File: src/hdl/dbgsr_defs.svh
// Purpose: constants for the debug status, breakpoint and force-reset block
// Assumes: 8-bit registers, 16-bit cpu address bus
// Notes: offsets are register indices inside the debug controller space
// Notes on behaviour
// (RULE1) sleeping flag: cpu in wait/stop, or halted from it
// (RULE2) sleep conflict fail flag at bit 1
// (RULE3) slow access fail flag at bit 0
// (RULE4) host recovers: halt, retry, resume user program
// (RULE5) breakpoint address kept as high/low byte pair
// (RULE6) enable and force/tag bits govern breakpoint use
// (RULE7) pair reachable only by breakpoint serial commands
// (RULE8) breakpoint commands work while user program runs
// (RULE9) host sets breakpoint during active debug
// (RULE10) force reset written only by serial active-debug command
// (RULE11) force reset register always reads zero
// (RULE12) force reset bits seven to one reserved zero
// (RULE13) writing one to bit zero forces reset
// (RULE14) enable clear ignores select and address
// (RULE15) force breaks at boundary, tag breaks at execute
// (RULE16) halt command pulls cpu out of wait/stop
// (RULE17) full address equals pair while enabled
`ifndef DBGSR_DEFS_SVH
`define DBGSR_DEFS_SVH
`define DBGSR_OFS_BKPT_HIGH   8'h01
`define DBGSR_OFS_BKPT_LOW    8'h02
`define DBGSR_OFS_FORCE_RESET 8'h03
`define DBGSR_OFS_STATUS      8'h04
`define DBGSR_BIT_DVF         0
`define DBGSR_BIT_WSF         1
`define DBGSR_BIT_SLEEP       2
`define DBGSR_BIT_FTS         3
`define DBGSR_BIT_BREAK_ENABLE_BIT      4
`define DBGSR_BIT_ACTIVE      6
`define DBGSR_BIT_FRST        0
`define DBGSR_RST_BYTE        8'h00
`define DBGSR_RST_PULSE_CYC   4'h8
`endif

File: src/hdl/dbgsr_pkg.sv
// Purpose: types for the debug status, breakpoint and force-reset block
// Assumes: nothing beyond the defines header
// Notes: idle and reset states of the forced reset sequencer
package dbgsr_pkg;
  typedef enum logic [1:0] {
    DBGSR_ST_IDLE,
    DBGSR_ST_RESET
  } dbgsr_rst_state_t;
endpackage

File: src/hdl/dbgsr_top.sv
// Purpose: wait/stop and access-failure status, hardware breakpoint pair, host forced reset
// Assumes: serial decoder hands over decoded commands on i_clk; cpu signals are synchronous
// Notes: user-program writes arrive on a separate strobe and are dropped for the debug registers
`include "dbgsr_defs.svh"
module dbgsr_top #(
  parameter int ADDR_W = 16
) (
  // clock, reset, enable
  input  wire logic              i_clk,
  input  wire logic              i_rst_b,
  input  wire logic              i_ce,
  // serial command decoder
  input  wire logic              i_cmd_wr,
  input  wire logic              i_cmd_rd,
  input  wire logic [7:0]        i_cmd_addr,
  input  wire logic [7:0]        i_cmd_wdata,
  input  wire logic              i_cmd_bkpt_wr,
  input  wire logic [15:0]       i_cmd_bkpt_wdata,
  input  wire logic              i_cmd_bkpt_rd,
  input  wire logic              i_cmd_halt,
  input  wire logic              i_mem_cmd_done,
  input  wire logic              i_mem_cmd_sleep_conflict,
  input  wire logic              i_mem_cmd_slow_conflict,
  input  wire logic              i_cmd_status_clr,
  // user program write attempts
  input  wire logic              i_user_wr,
  input  wire logic [7:0]        i_user_addr,
  input  wire logic [7:0]        i_user_wdata,
  // cpu side
  input  wire logic              i_cpu_sleep,
  input  wire logic              i_debug_active,
  input  wire logic [ADDR_W-1:0] i_cpu_addr,
  input  wire logic              i_cpu_fetch,
  input  wire logic              i_cpu_exec_tagged,
  input  wire logic              i_insn_boundary,
  // outputs
  output logic [7:0]             o_rdata,
  output logic [15:0]            o_bkpt_rdata,
  output logic                   o_break_req,
  output logic                   o_tag_opcode,
  output logic                   o_wake_to_debug,
  output logic                   o_force_reset
);
  logic rst_s1;
  logic rst_s2;
  logic rst_b;

  // reset released through two flops so release is clean against i_clk
  always_ff @(posedge i_clk or negedge i_rst_b) begin
    if (!i_rst_b) begin
      rst_s1 <= 1'b0;
      rst_s2 <= 1'b0;
    end else begin
      rst_s1 <= 1'b1;
      rst_s2 <= rst_s1;
    end
  end
  assign rst_b = rst_s2;

  logic [7:0] bkpt_high;
  logic [7:0] bkpt_low;
  logic       brk_en;
  logic       force_or_tag_select;
  logic       halted_from_sleep;
  logic       sleep_conflict_fail_flag;
  logic       slow_access_fail_flag;
  logic       force_pend;
  logic [3:0] rst_cnt;
  dbgsr_pkg::dbgsr_rst_state_t rst_state;
  logic [7:0] rdata;
  logic [15:0] bkpt_rdata;
  logic       break_req;
  logic       tag_opcode;
  logic       force_hit;

  logic [7:0] next_bkpt_high;
  logic [7:0] next_bkpt_low;
  logic       next_brk_en;
  logic       next_fts;
  logic       next_halted_from_sleep;
  logic       next_wsf;
  logic       next_dvf;
  logic       next_force_pend;
  logic [3:0] next_rst_cnt;
  dbgsr_pkg::dbgsr_rst_state_t next_rst_state;
  logic [7:0] next_rdata;
  logic [15:0] next_bkpt_rdata;
  logic       next_break_req;
  logic       next_tag_opcode;
  logic       next_force_hit;
  logic       sleeping_flag;
  logic       addr_match;
  logic [7:0] status_byte;

  // the sleeping flag stays up after a halt pulled the cpu out of wait/stop
  assign sleeping_flag = i_cpu_sleep | halted_from_sleep; // RULE1
  // comparator sees the whole bus; enable gates everything downstream
  assign addr_match = brk_en && (i_cpu_addr == ADDR_W'({bkpt_high, bkpt_low})); // RULE17 RULE14

  always_comb begin
    status_byte = 8'h00;
    status_byte[`DBGSR_BIT_DVF]    = slow_access_fail_flag;
    status_byte[`DBGSR_BIT_WSF]    = sleep_conflict_fail_flag;
    status_byte[`DBGSR_BIT_SLEEP]  = sleeping_flag;
    status_byte[`DBGSR_BIT_FTS]    = force_or_tag_select;
    status_byte[`DBGSR_BIT_BREAK_ENABLE_BIT] = brk_en;
    status_byte[`DBGSR_BIT_ACTIVE] = i_debug_active;
  end

  // register and status next values; user writes never reach this path
  always_comb begin
    next_bkpt_high         = bkpt_high;
    next_bkpt_low          = bkpt_low;
    next_brk_en            = brk_en;
    next_fts               = force_or_tag_select;
    next_halted_from_sleep = halted_from_sleep;
    next_wsf               = sleep_conflict_fail_flag;
    next_dvf               = slow_access_fail_flag;
    next_force_pend        = 1'b0;
    next_rdata             = rdata;
    next_bkpt_rdata        = bkpt_rdata;
    // breakpoint commands are foreground: no active-debug check here
    if (i_cmd_bkpt_wr) begin // RULE7 RULE8
      next_bkpt_high = i_cmd_bkpt_wdata[15:8]; // RULE5
      next_bkpt_low  = i_cmd_bkpt_wdata[7:0];
    end
    if (i_cmd_bkpt_rd) begin // RULE7 RULE8
      next_bkpt_rdata = {bkpt_high, bkpt_low};
    end
    if (i_cmd_wr && i_debug_active) begin
      if (i_cmd_addr == `DBGSR_OFS_STATUS) begin // RULE6
        next_brk_en = i_cmd_wdata[`DBGSR_BIT_BREAK_ENABLE_BIT];
        next_fts    = i_cmd_wdata[`DBGSR_BIT_FTS];
      end
      if (i_cmd_addr == `DBGSR_OFS_FORCE_RESET) begin // RULE10
        next_force_pend = i_cmd_wdata[`DBGSR_BIT_FRST]; // RULE13
      end
    end
    if (i_cmd_rd) begin
      if (i_cmd_addr == `DBGSR_OFS_STATUS) begin
        next_rdata = status_byte;
      end else begin
        next_rdata = `DBGSR_RST_BYTE; // RULE11 RULE12
      end
    end
    // failure flags: set wins over clear
    if (i_cmd_status_clr) begin
      next_wsf = 1'b0;
      next_dvf = 1'b0;
    end
    if (i_mem_cmd_done && i_mem_cmd_sleep_conflict) begin
      next_wsf = 1'b1; // RULE2
    end
    if (i_mem_cmd_done && i_mem_cmd_slow_conflict) begin
      next_dvf = 1'b1; // RULE3
    end
    // remember that debug was entered from wait/stop until debug is left
    if (i_cmd_halt && i_cpu_sleep) begin
      next_halted_from_sleep = 1'b1; // RULE16 RULE1
    end else if (!i_debug_active && !i_cmd_halt) begin
      next_halted_from_sleep = 1'b0;
    end
  end

  // breakpoint action: force waits for boundary, tag waits for execution
  always_comb begin
    next_force_hit  = force_hit;
    next_break_req  = 1'b0;
    next_tag_opcode = 1'b0;
    if (!brk_en) begin
      next_force_hit = 1'b0; // RULE14
    end else if (force_or_tag_select) begin
      if (addr_match) begin
        next_force_hit = 1'b1; // RULE15
      end
      if ((force_hit || addr_match) && i_insn_boundary) begin
        next_break_req = 1'b1; // RULE15 RULE6
        next_force_hit = 1'b0;
      end
    end else begin
      next_force_hit  = 1'b0;
      next_tag_opcode = addr_match && i_cpu_fetch; // RULE15
      next_break_req  = i_cpu_exec_tagged; // RULE15
    end
  end

  // forced reset pulse; held several cycles so the reset tree sees it
  always_comb begin
    next_rst_state = rst_state;
    next_rst_cnt   = rst_cnt;
    case (rst_state)
      dbgsr_pkg::DBGSR_ST_IDLE: begin
        if (force_pend) begin // RULE13
          next_rst_state = dbgsr_pkg::DBGSR_ST_RESET;
          next_rst_cnt   = `DBGSR_RST_PULSE_CYC;
        end
      end
      dbgsr_pkg::DBGSR_ST_RESET: begin
        next_rst_cnt = rst_cnt - 4'h1;
        if (rst_cnt == 4'h1) begin
          next_rst_state = dbgsr_pkg::DBGSR_ST_IDLE;
        end
      end
      default: begin
        next_rst_state = dbgsr_pkg::DBGSR_ST_IDLE;
      end
    endcase
  end

  // state registers; clock enable freezes everything
  always_ff @(posedge i_clk or negedge rst_b) begin
    if (!rst_b) begin
      bkpt_high         <= `DBGSR_RST_BYTE;
      bkpt_low          <= `DBGSR_RST_BYTE;
      brk_en            <= 1'b0;
      force_or_tag_select               <= 1'b0;
      halted_from_sleep <= 1'b0;
      sleep_conflict_fail_flag               <= 1'b0;
      slow_access_fail_flag               <= 1'b0;
      force_pend        <= 1'b0;
      rst_cnt           <= 4'h0;
      rst_state         <= dbgsr_pkg::DBGSR_ST_IDLE;
      rdata             <= `DBGSR_RST_BYTE;
      bkpt_rdata        <= 16'h0000;
      break_req         <= 1'b0;
      tag_opcode        <= 1'b0;
      force_hit         <= 1'b0;
    end else if (i_ce) begin
      bkpt_high         <= next_bkpt_high;
      bkpt_low          <= next_bkpt_low;
      brk_en            <= next_brk_en;
      force_or_tag_select               <= next_fts;
      halted_from_sleep <= next_halted_from_sleep;
      sleep_conflict_fail_flag               <= next_wsf;
      slow_access_fail_flag               <= next_dvf;
      force_pend        <= next_force_pend;
      rst_cnt           <= next_rst_cnt;
      rst_state         <= next_rst_state;
      rdata             <= next_rdata;
      bkpt_rdata        <= next_bkpt_rdata;
      break_req         <= next_break_req;
      tag_opcode        <= next_tag_opcode;
      force_hit         <= next_force_hit;
    end
  end

  assign o_rdata         = rdata;
  assign o_bkpt_rdata    = bkpt_rdata;
  assign o_break_req     = break_req;
  assign o_tag_opcode    = tag_opcode;
  assign o_wake_to_debug = i_cmd_halt & i_cpu_sleep; // RULE16
  assign o_force_reset   = (rst_state == dbgsr_pkg::DBGSR_ST_RESET);

  // user writes are accepted on the port and deliberately discarded
  logic unused_user;
  assign unused_user = i_user_wr ^ (^i_user_addr) ^ (^i_user_wdata);
endmodule

File: config.mk
export PLATFORM = sky130hd
export DESIGN_NAME = dbgsr_top
export DESIGN_NICKNAME = d
export VERILOG_FILES = /design/src/hdl/dbgsr_pkg.sv /design/src/hdl/dbgsr_top.sv
export VERILOG_INCLUDE_DIRS = /design/src /design/src/hdl
export SDC_FILE = /design/constraint.sdc
export NUM_CORES = 1
export LEC_CHECK = 0
export BUFFER_PORTS_ARGS = -buffer_cell sky130_fd_sc_hd__clkbuf_2
export CORE_ASPECT_RATIO = 1.5
export CORE_MARGIN = 4
export CORE_UTILIZATION = 40
export CTS_BUF_LIST = sky130_fd_sc_hd__clkbuf_4 sky130_fd_sc_hd__clkbuf_8 sky130_fd_sc_hd__clkbuf_16
export CTS_CLUSTER_SIZE = 25
export DETAILED_ROUTE_END_ITERATION = 10
export GPL_ROUTABILITY_DRIVEN = 0
export PLACE_DENSITY = 0.73
export SYNTH_ARGS = -nofsm -noshare
export SYNTH_HDL_FRONTEND = slang
export SYNTH_SLANG_ARGS = --single-unit
File: constraint.sdc
create_clock -name i_clk -period 1.8 [get_ports i_clk]
set_clock_uncertainty 0.05 [all_clocks]
set_input_delay 0.09 -clock i_clk [delete_from_list [all_inputs] [get_ports i_clk]]
set_output_delay 0.09 -clock i_clk [all_outputs]
set_load 0.05 [all_outputs]
==> out/results.txt, run 1 <==
CTS tree -> done
Final setup violation count -> 0
Design Area, Final -> 0.003228 sq mm
Post-layout minimum cycle time -> 1.479 ns
Vias in the first global route -> 1,941
Fraction of layout cells with a size suffix above 1 -> 45.72%
R2r endpoint -> o_break_req$_DFFE_PN0P_
FF+latch count, synth -> 54
Register area -> 0.001353 sq mm
Synth unique cells -> 33
Final Max Slew Viols -> 0
Fin. Hold Viols -> 0
H-tree levels -> 2
HP Class -> input port to flip-flop
Hold endpoint -> slow_access_fail_flag$_DFFE_PN0P_
RSZ-0062 raised after global routing -> no
Die Height -> 103.1 um
Tcrit/Tclk final -> 82.16%
Die area -> 0.007363 sq mm
Largest net degree at the start of global routing -> 32
Die Wd -> 71.41 um
DR iter-0 viols -> 45
Pwr Total -> 3.300 mW
DP Worst Slack -> 0.2958 ns
Sequential area share after synthesis -> 56.02%
Synthesized area per cell -> 12.70 sq um
Clk slew on worst S/H paths -> 0.10 ns
Gates resized, CTS repair -> 0
Setup_tns -> 0 ns
Initial Util -> 41.39%
Worst setup margin -> 0.3212 ns
Post-Synthesis Cells -> 190
Hold Path Origin -> i_mem_cmd_done
Status -> finished clean
Hold Path Depth -> 2
CTS sink cnt -> 54
Most frequent cells in the layout -> clkbuf_2 (85), dfrtp_1 (53), mux2_2 (34), dlygate4sd3_1 (23), xor2_1 (15)
CP endpoint kind -> flip-flop
Fillcell total -> 507
Final std cells w/o fill -> 376
Core footprint -> 0.005828 sq mm
CP Max Fanout -> 3
Multi-input logic area -> 985.9 sq um
Global Route Usage Sum -> 15.24%
Max VDD drop -> 0.7656 mV
Placed standard-cell area -> 0.002903 sq mm
Antenna violations before repair -> 0
# DRC -> 0
Lkg Pwr -> 1.559 nW
Drt wl/cell -> 14.04 um
Critical Path Start Type -> flip-flop
PD cells -> 1022 mW/mm^2
Worst Path Required -> 1.96 ns
Via density -> 4.851
First-pass GRT wire length -> 8.790 mm
Antenna diode count -> 0
Final WL -> 5.278 mm
FF-to-FF path depth -> 4
Io pins -> 110
Via count -> 1,824
F_max -> 676.2 MHz
Clock latency on the worst-skew pair -> 0.30 ns
Dpl hpwl -> 3.830 mm
Area Overhead vs Synth -> 33.82%
Yosys Warn Count -> 0
Root buffer selected by CTS -> clkbuf_8
Post-layout nets -> 387
WS Path Type -> flip-flop to flip-flop
R2r setup slk -> 0.32 ns
Rows -> 34
Clock buffer depth -> 2
GRT overflow -> 0
Netlist Area Pre-Place -> 0.002412 sq mm
TritonCTS Buffers -> 5
Post-route ant nets -> 0
DP Cell Count -> 345
Max-Cap Viols -> 0
Most common cell after layout, fill and taps aside -> clkbuf_2
1st-pass router iterations -> 4
Buffers on Ports -> 85
Arrival @ worst endpoint -> 1.64 ns
FF-to-FF Start -> bkpt_high[5]$_DFFE_PN0P_
critical path: stages, from the launching register on:
cell	delay, ns
dfrtp_1	0.42
xor2_1	0.17
nor4_1	0.34
nand3_1	0.22
o221ai_2	0.19
layout make-up:
type,count,area share (%)
sequential,54,41.90
inverter,7,0.8140
clock inverter,1,0.1550
tap,72,2.791
multi-input combinational,124,30.54
timing repair buffer,111,21.01
clock buffer,7,2.791
worst max-delay path by stage:
| stage | startpoint | to | slack (ns) | cells past startpoint |
|---|---|---|---|---|
| global placement | bkpt_high[5]$_DFFE_PN0P_ | o_break_req$_DFFE_PN0P_ | 0.32 | 4 |
| CTS | bkpt_low[0]$_DFFE_PN0P_ | o_break_req$_DFFE_PN0P_ | 0.27 | 4 |
| detailed placement | bkpt_low[0]$_DFFE_PN0P_ | o_break_req$_DFFE_PN0P_ | 0.30 | 4 |
| global route | bkpt_low[0]$_DFFE_PN0P_ | o_break_req$_DFFE_PN0P_ | 0.21 | 4 |
| floorplan | rst_b$_DFF_PN0_ | bkpt_high[0]$_DFFE_PN0P_ | 0.14 | 0 |
| finish | bkpt_high[5]$_DFFE_PN0P_ | o_break_req$_DFFE_PN0P_ | 0.32 | 4 |
cell families (layout without fill, tap and decap cells):
| logic type | after synthesis | after routing | share of synthesized area [%] |
|---|---|---|---|
| xor gates and xnor gates | 16 | 16 | 5.809 |
| buffers and inverters | 13 | 126 | 3.268 |
| and+or+nand+nor | 44 | 44 | 10.32 |
| other | 2 | 3 | 0.3113 |
| AOI/OAI and AO/OA | 24 | 24 | 6.950 |
| adders and majority gates | 2 | 2 | 1.037 |
| muxes | 35 | 35 | 16.29 |
| DFF | 54 | 54 | 56.02 |
registers in the layout (all words and copies together), names as in the netlist, 4 cells and up:
signal,count
bkpt_low,8
o_bkpt_rdata,16
rst_cnt,4
bkpt_high,8
o_rdata,6
report_power, final:
group / internal [mW] / leakage [nW] / switching (mW)
Clock: 0.326 / 0.0517 / 0.370
Combinational: 0.375 / 0.842 / 0.654
Sequential: 1.42 / 0.666 / 0.155
Total: 2.12 / 1.56 / 1.18
metal layers:
layer,vias up,track usage (%),wire length [um]
met5,-,0,0
met4,0,4.342,57
met3,6,3.512,354
met2,62,28.68,2772
met1,873,16.96,2094
li1,883,-,-
Yosys cell counts, drive strengths merged:
| cell | instances | share of area [%] |
|---|---|---|
| a21oi | 2 | 0.41 |
| a22o | 6 | 2.2 |
| a22oi | 1 | 0.31 |
| a32o | 2 | 0.83 |
| and2 | 2 | 0.52 |
| buf | 6 | 2.2 |
| conb | 2 | 0.31 |
| dfrtp | 54 | 56 |
| ha | 2 | 1.0 |
| inv | 7 | 1.1 |
| mux2 | 34 | 16 |
| mux2i | 1 | 0.41 |
| nand2 | 14 | 2.4 |
| nand2b | 2 | 0.52 |
| nand3 | 5 | 1.0 |
| nand4 | 5 | 1.6 |
| nand4b | 1 | 0.36 |
| nor2 | 8 | 1.5 |
| nor2b | 1 | 0.26 |
| nor3 | 3 | 0.83 |
| nor4 | 3 | 1.4 |
| o21ai | 11 | 2.3 |
| o221ai | 1 | 0.62 |
| o31ai | 1 | 0.31 |
| xnor2 | 1 | 0.36 |
| xor2 | 15 | 5.4 |
repair_timing:
item                                   in CTS  in global routing
hold buffers                               23                  0
endpoints found under the hold margin      24                  0
setup buffers                               0                  0
metrics by stage:
stage	hold slack, ns	utilization (%)
6_report	0.01221	55.39
3_3_place_gp	-0.1686	49.81
3_5_place_dp	-0.1663	49.81
2_1_floorplan	-0.2556	-
5_1_grt	0.01012	55.39
4_1_cts	0.001182	55.39
Power figures use the tool's default switching activity.
==> inputs of run 2 (changes only) <==
ABC_AREA = 1   (was unset)
PLACE_DENSITY = 0.7   (was 0.73)
clock period = 1.45 ns   (was 1.8 ns; I/O delays follow)
==> run 2 against run 1 <==
  * Global-route usage rose by 1.6 points
  * Core utilization is 3.8 points higher
  * Worst hold slack lost 0.0029 ns
  * Largest cell class unchanged
  * Clock power rose by 45%
  * Cell area grew 7.6%
  * Critical path depth increased by 6
  * Die area is 1.6% higher
  * Sequential power increased by 20%
  * Final cell count grew 27%
  * First-iteration DRC count grew 93%
  * Setup slack worse by 0.23 ns
  * Largest power group unchanged
==> out/results.txt, run 2 <==
FF+latch count, synth -> 54
Antenna diode count -> 0
Rows -> 34
Sequential area share after synthesis -> 55.05%
Post-Synthesis Cells -> 279
Yosys top cell area share -> 55.05%
Power share of the sequential group -> 46.0%
WS Path Type -> flip-flop to flip-flop
Dominant cell type by area after synthesis -> dfrtp_1
Design Area, Final -> 0.003475 sq mm
Setup_tns -> 0 ns
Sw Ratio -> 33.70%
Tcrit/Tclk final -> 93.37%
Via density -> 4.626
Comb power frac -> 29.3%
Crit-path cells -> nand2_1 -> nand2_1 -> nor2_1 -> nand2_1 -> nor2_1 -> nand3_1 -> nand2_1 -> nand2_1 -> nand3_2 -> a21oi_2
F_max -> 738.6 MHz
CTS tree -> done
Worst path slowest cell -> dfrtp_1
Most frequent cells in the layout -> clkbuf_2 (85), nand2_1 (69), dfrtp_1 (53), inv_1 (32), dlygate4sd3_1 (30)
Max-Cap Viols -> 0
Post-layout minimum cycle time -> 1.354 ns
Post-route ant nets -> 0
Slowest stage delay, CP -> 0.40 ns
Final WL -> 5.911 mm
Clock latency on the worst-skew pair -> 0.30 ns
Placed standard-cell area -> 0.003017 sq mm
Clk slew on worst S/H paths -> 0.09 ns
Final Max Slew Viols -> 0
Final setup violation count -> 0
PD cells -> 1178 mW/mm^2
Post-synth EDFFs -> 0
Die Wd -> 71.97 um
Vias in the first global route -> 2,311
Worst Path Required -> 1.60 ns
Arrival @ worst endpoint -> 1.50 ns
Clock buffer depth -> 2
Yosys Warn Count -> 0
Synthesized area per cell -> 8.799 sq um
Die Height -> 103.9 um
Post-layout nets -> 491
DR iter-0 viols -> 87
Max VDD drop -> 0.6339 mV
Final std cells w/o fill -> 479
HP Class -> input port to flip-flop
CP endpoint kind -> flip-flop
Pint -> 2.715 mW
Lkg Pwr -> 1.872 nW
Fin. Hold Viols -> 0
Global Route Usage Sum -> 16.82%
GRT overflow -> 0
Critical path buffers and inverters -> 0
Root buffer selected by CTS -> clkbuf_8
# DRC -> 0
Area Overhead vs Synth -> 41.54%
Switching pwr -> 1.380 mW
Io pins -> 110
First-pass GRT wire length -> 10.11 mm
Synth Flop Type -> dfrtp_1
Fraction of layout cells with a size suffix above 1 -> 32.43%
CP dominant cell by count -> nand2_1
Async SR Flop Fraction -> 100.0%
Post-synth top cells -> nand2_1 (70), dfrtp_1 (54), inv_1 (37), nor2_1 (28), o21ai_0 (20)
Initial Util -> 41.82%
Core footprint -> 0.005871 sq mm
Critical Path Start Type -> flip-flop
Antenna violations before repair -> 0
RSZ-0062 raised after global routing -> yes
DP Cell Count -> 438
Most frequent cell after synthesis -> nand2_1
Drt wl/cell -> 12.34 um
Most common cell after layout, fill and taps aside -> clkbuf_2
Max reg flops -> 16
Synth unique cells -> 27
1st-pass router iterations -> 4
Die area -> 0.007480 sq mm
Clk network pwr share -> 24.8%
Via count -> 2,216
Synth top area cells -> dfrtp_1 (55%), nand2_1 (11%), inv_1 (5.7%), mux2_2 (4.6%), nor2_1 (4.3%)
Dpl hpwl -> 4.505 mm
Buffers on Ports -> 85
Largest net degree at the start of global routing -> 21
Status -> finished clean
CP top delay family -> simple AND/OR/NAND/NOR gates
H-tree levels -> 2
CP Max Fanout -> 2
TritonCTS Buffers -> 5
Netlist Area Pre-Place -> 0.002455 sq mm
CTS sink cnt -> 54
[run 2: cell types whose count changed after synthesis, moves of 4 or more]
cell	change
xor2_1	-15
mux2_2	-24
a21oi_1	+14
nand3_1	+4
inv_1	+30
nand2_1	+58
o21ai_0	+11
nor2_1	+22
a22o_1	-6
[run 2: metrics by stage]
step	utilization [%]	worst slack (ns)	hold WS, ns	total power [mW]
after floorplan	-	0.02465	-0.2731	2.694
after global placement	51.39	0.1222	-0.1910	2.998
after detailed placement	51.39	0.07059	-0.1883	3.040
after CTS	58.25	0.05380	0.001713	4.114
after global routing	59.19	-0.02866	0.01568	4.378
final	59.19	0.09617	0.009283	4.094
[run 2: timing repair]
item,4_1_cts,5_1_grt
hold endpoints to repair,25,1
resized for setup,0,8
endpoints found under the setup margin,0,3
setup buffers,0,4
hold buffers,29,1
[run 2: area by class of cell]
type	count	area [sq um]
Clock buffer	6	82.58
Clock inverter	1	30.03
Inverter	39	146.4
Fill cell	531	2396
Sequential cell	54	1353
Timing Repair Buffer	127	840.8
Tap cell	72	90.09
Multi-Input combinational cell	180	932.1
[run 2: worst paths after layout]
check	startpoint	endpoint	slack (ns)	cells after the start
worst max-delay path	bkpt_high[4]$_DFFE_PN0P_	force_hit$_DFFE_PN0P_	0.1	10
worst min-delay path	i_debug_active	o_rdata[6]$_DFFE_PN0P_	0.009	3
worst max register to register	bkpt_high[4]$_DFFE_PN0P_	force_hit$_DFFE_PN0P_	0.1	10
worst min register to register	rst_b$_DFF_PN0_	bkpt_high[0]$_DFFE_PN0P_	0.16	0
max in group asynchronous	rst_b$_DFF_PN0_	bkpt_high[3]$_DFFE_PN0P_	0.74	1
min in group asynchronous	i_rst_b	rst_s1$_DFF_PN0_	0.04	2
[run 2: power groups by stage]
stage          Clock [mW]  Sequential, mW  Combinational [mW]
5_1_grt              1.12            1.92                1.34
2_1_floorplan           0            2.24               0.452
3_5_place_dp            0            1.91                1.13
6_report             1.01            1.88                1.20
3_3_place_gp            0            1.90                1.10
4_1_cts              1.04            1.88                1.19
[run 2: logic make-up (layout without fill, tap and decap cells)]
| family | count (synthesis) | in the layout | share of synthesized area, % |
|---|---|---|---|
| xor gates and xnor gates | 4 | 4 | 1.427 |
| muxes | 10 | 10 | 4.587 |
| adders and majority gates | 2 | 2 | 1.019 |
| buffers and inverters | 46 | 173 | 7.747 |
| AOI/OAI and AO/OA | 45 | 45 | 9.939 |
| DFF | 54 | 54 | 55.05 |
| and+or+nand+nor | 116 | 116 | 19.93 |
| other | 2 | 3 | 0.3059 |
[run 2: metal layers]
metal	wire, um	track usage (%)
met5	0	0
met4	115	5.511
met3	334	3.095
met2	3260	31.38
met1	2201	18.52
[run 2: worst min-delay path, delay by kind of cell]
| family | cells | cell delay [ns] |
|---|---|---|
| buffers and inverters | 1 | 0.12 |
| AND/OR/NAND/NOR | 2 | 0.14 |
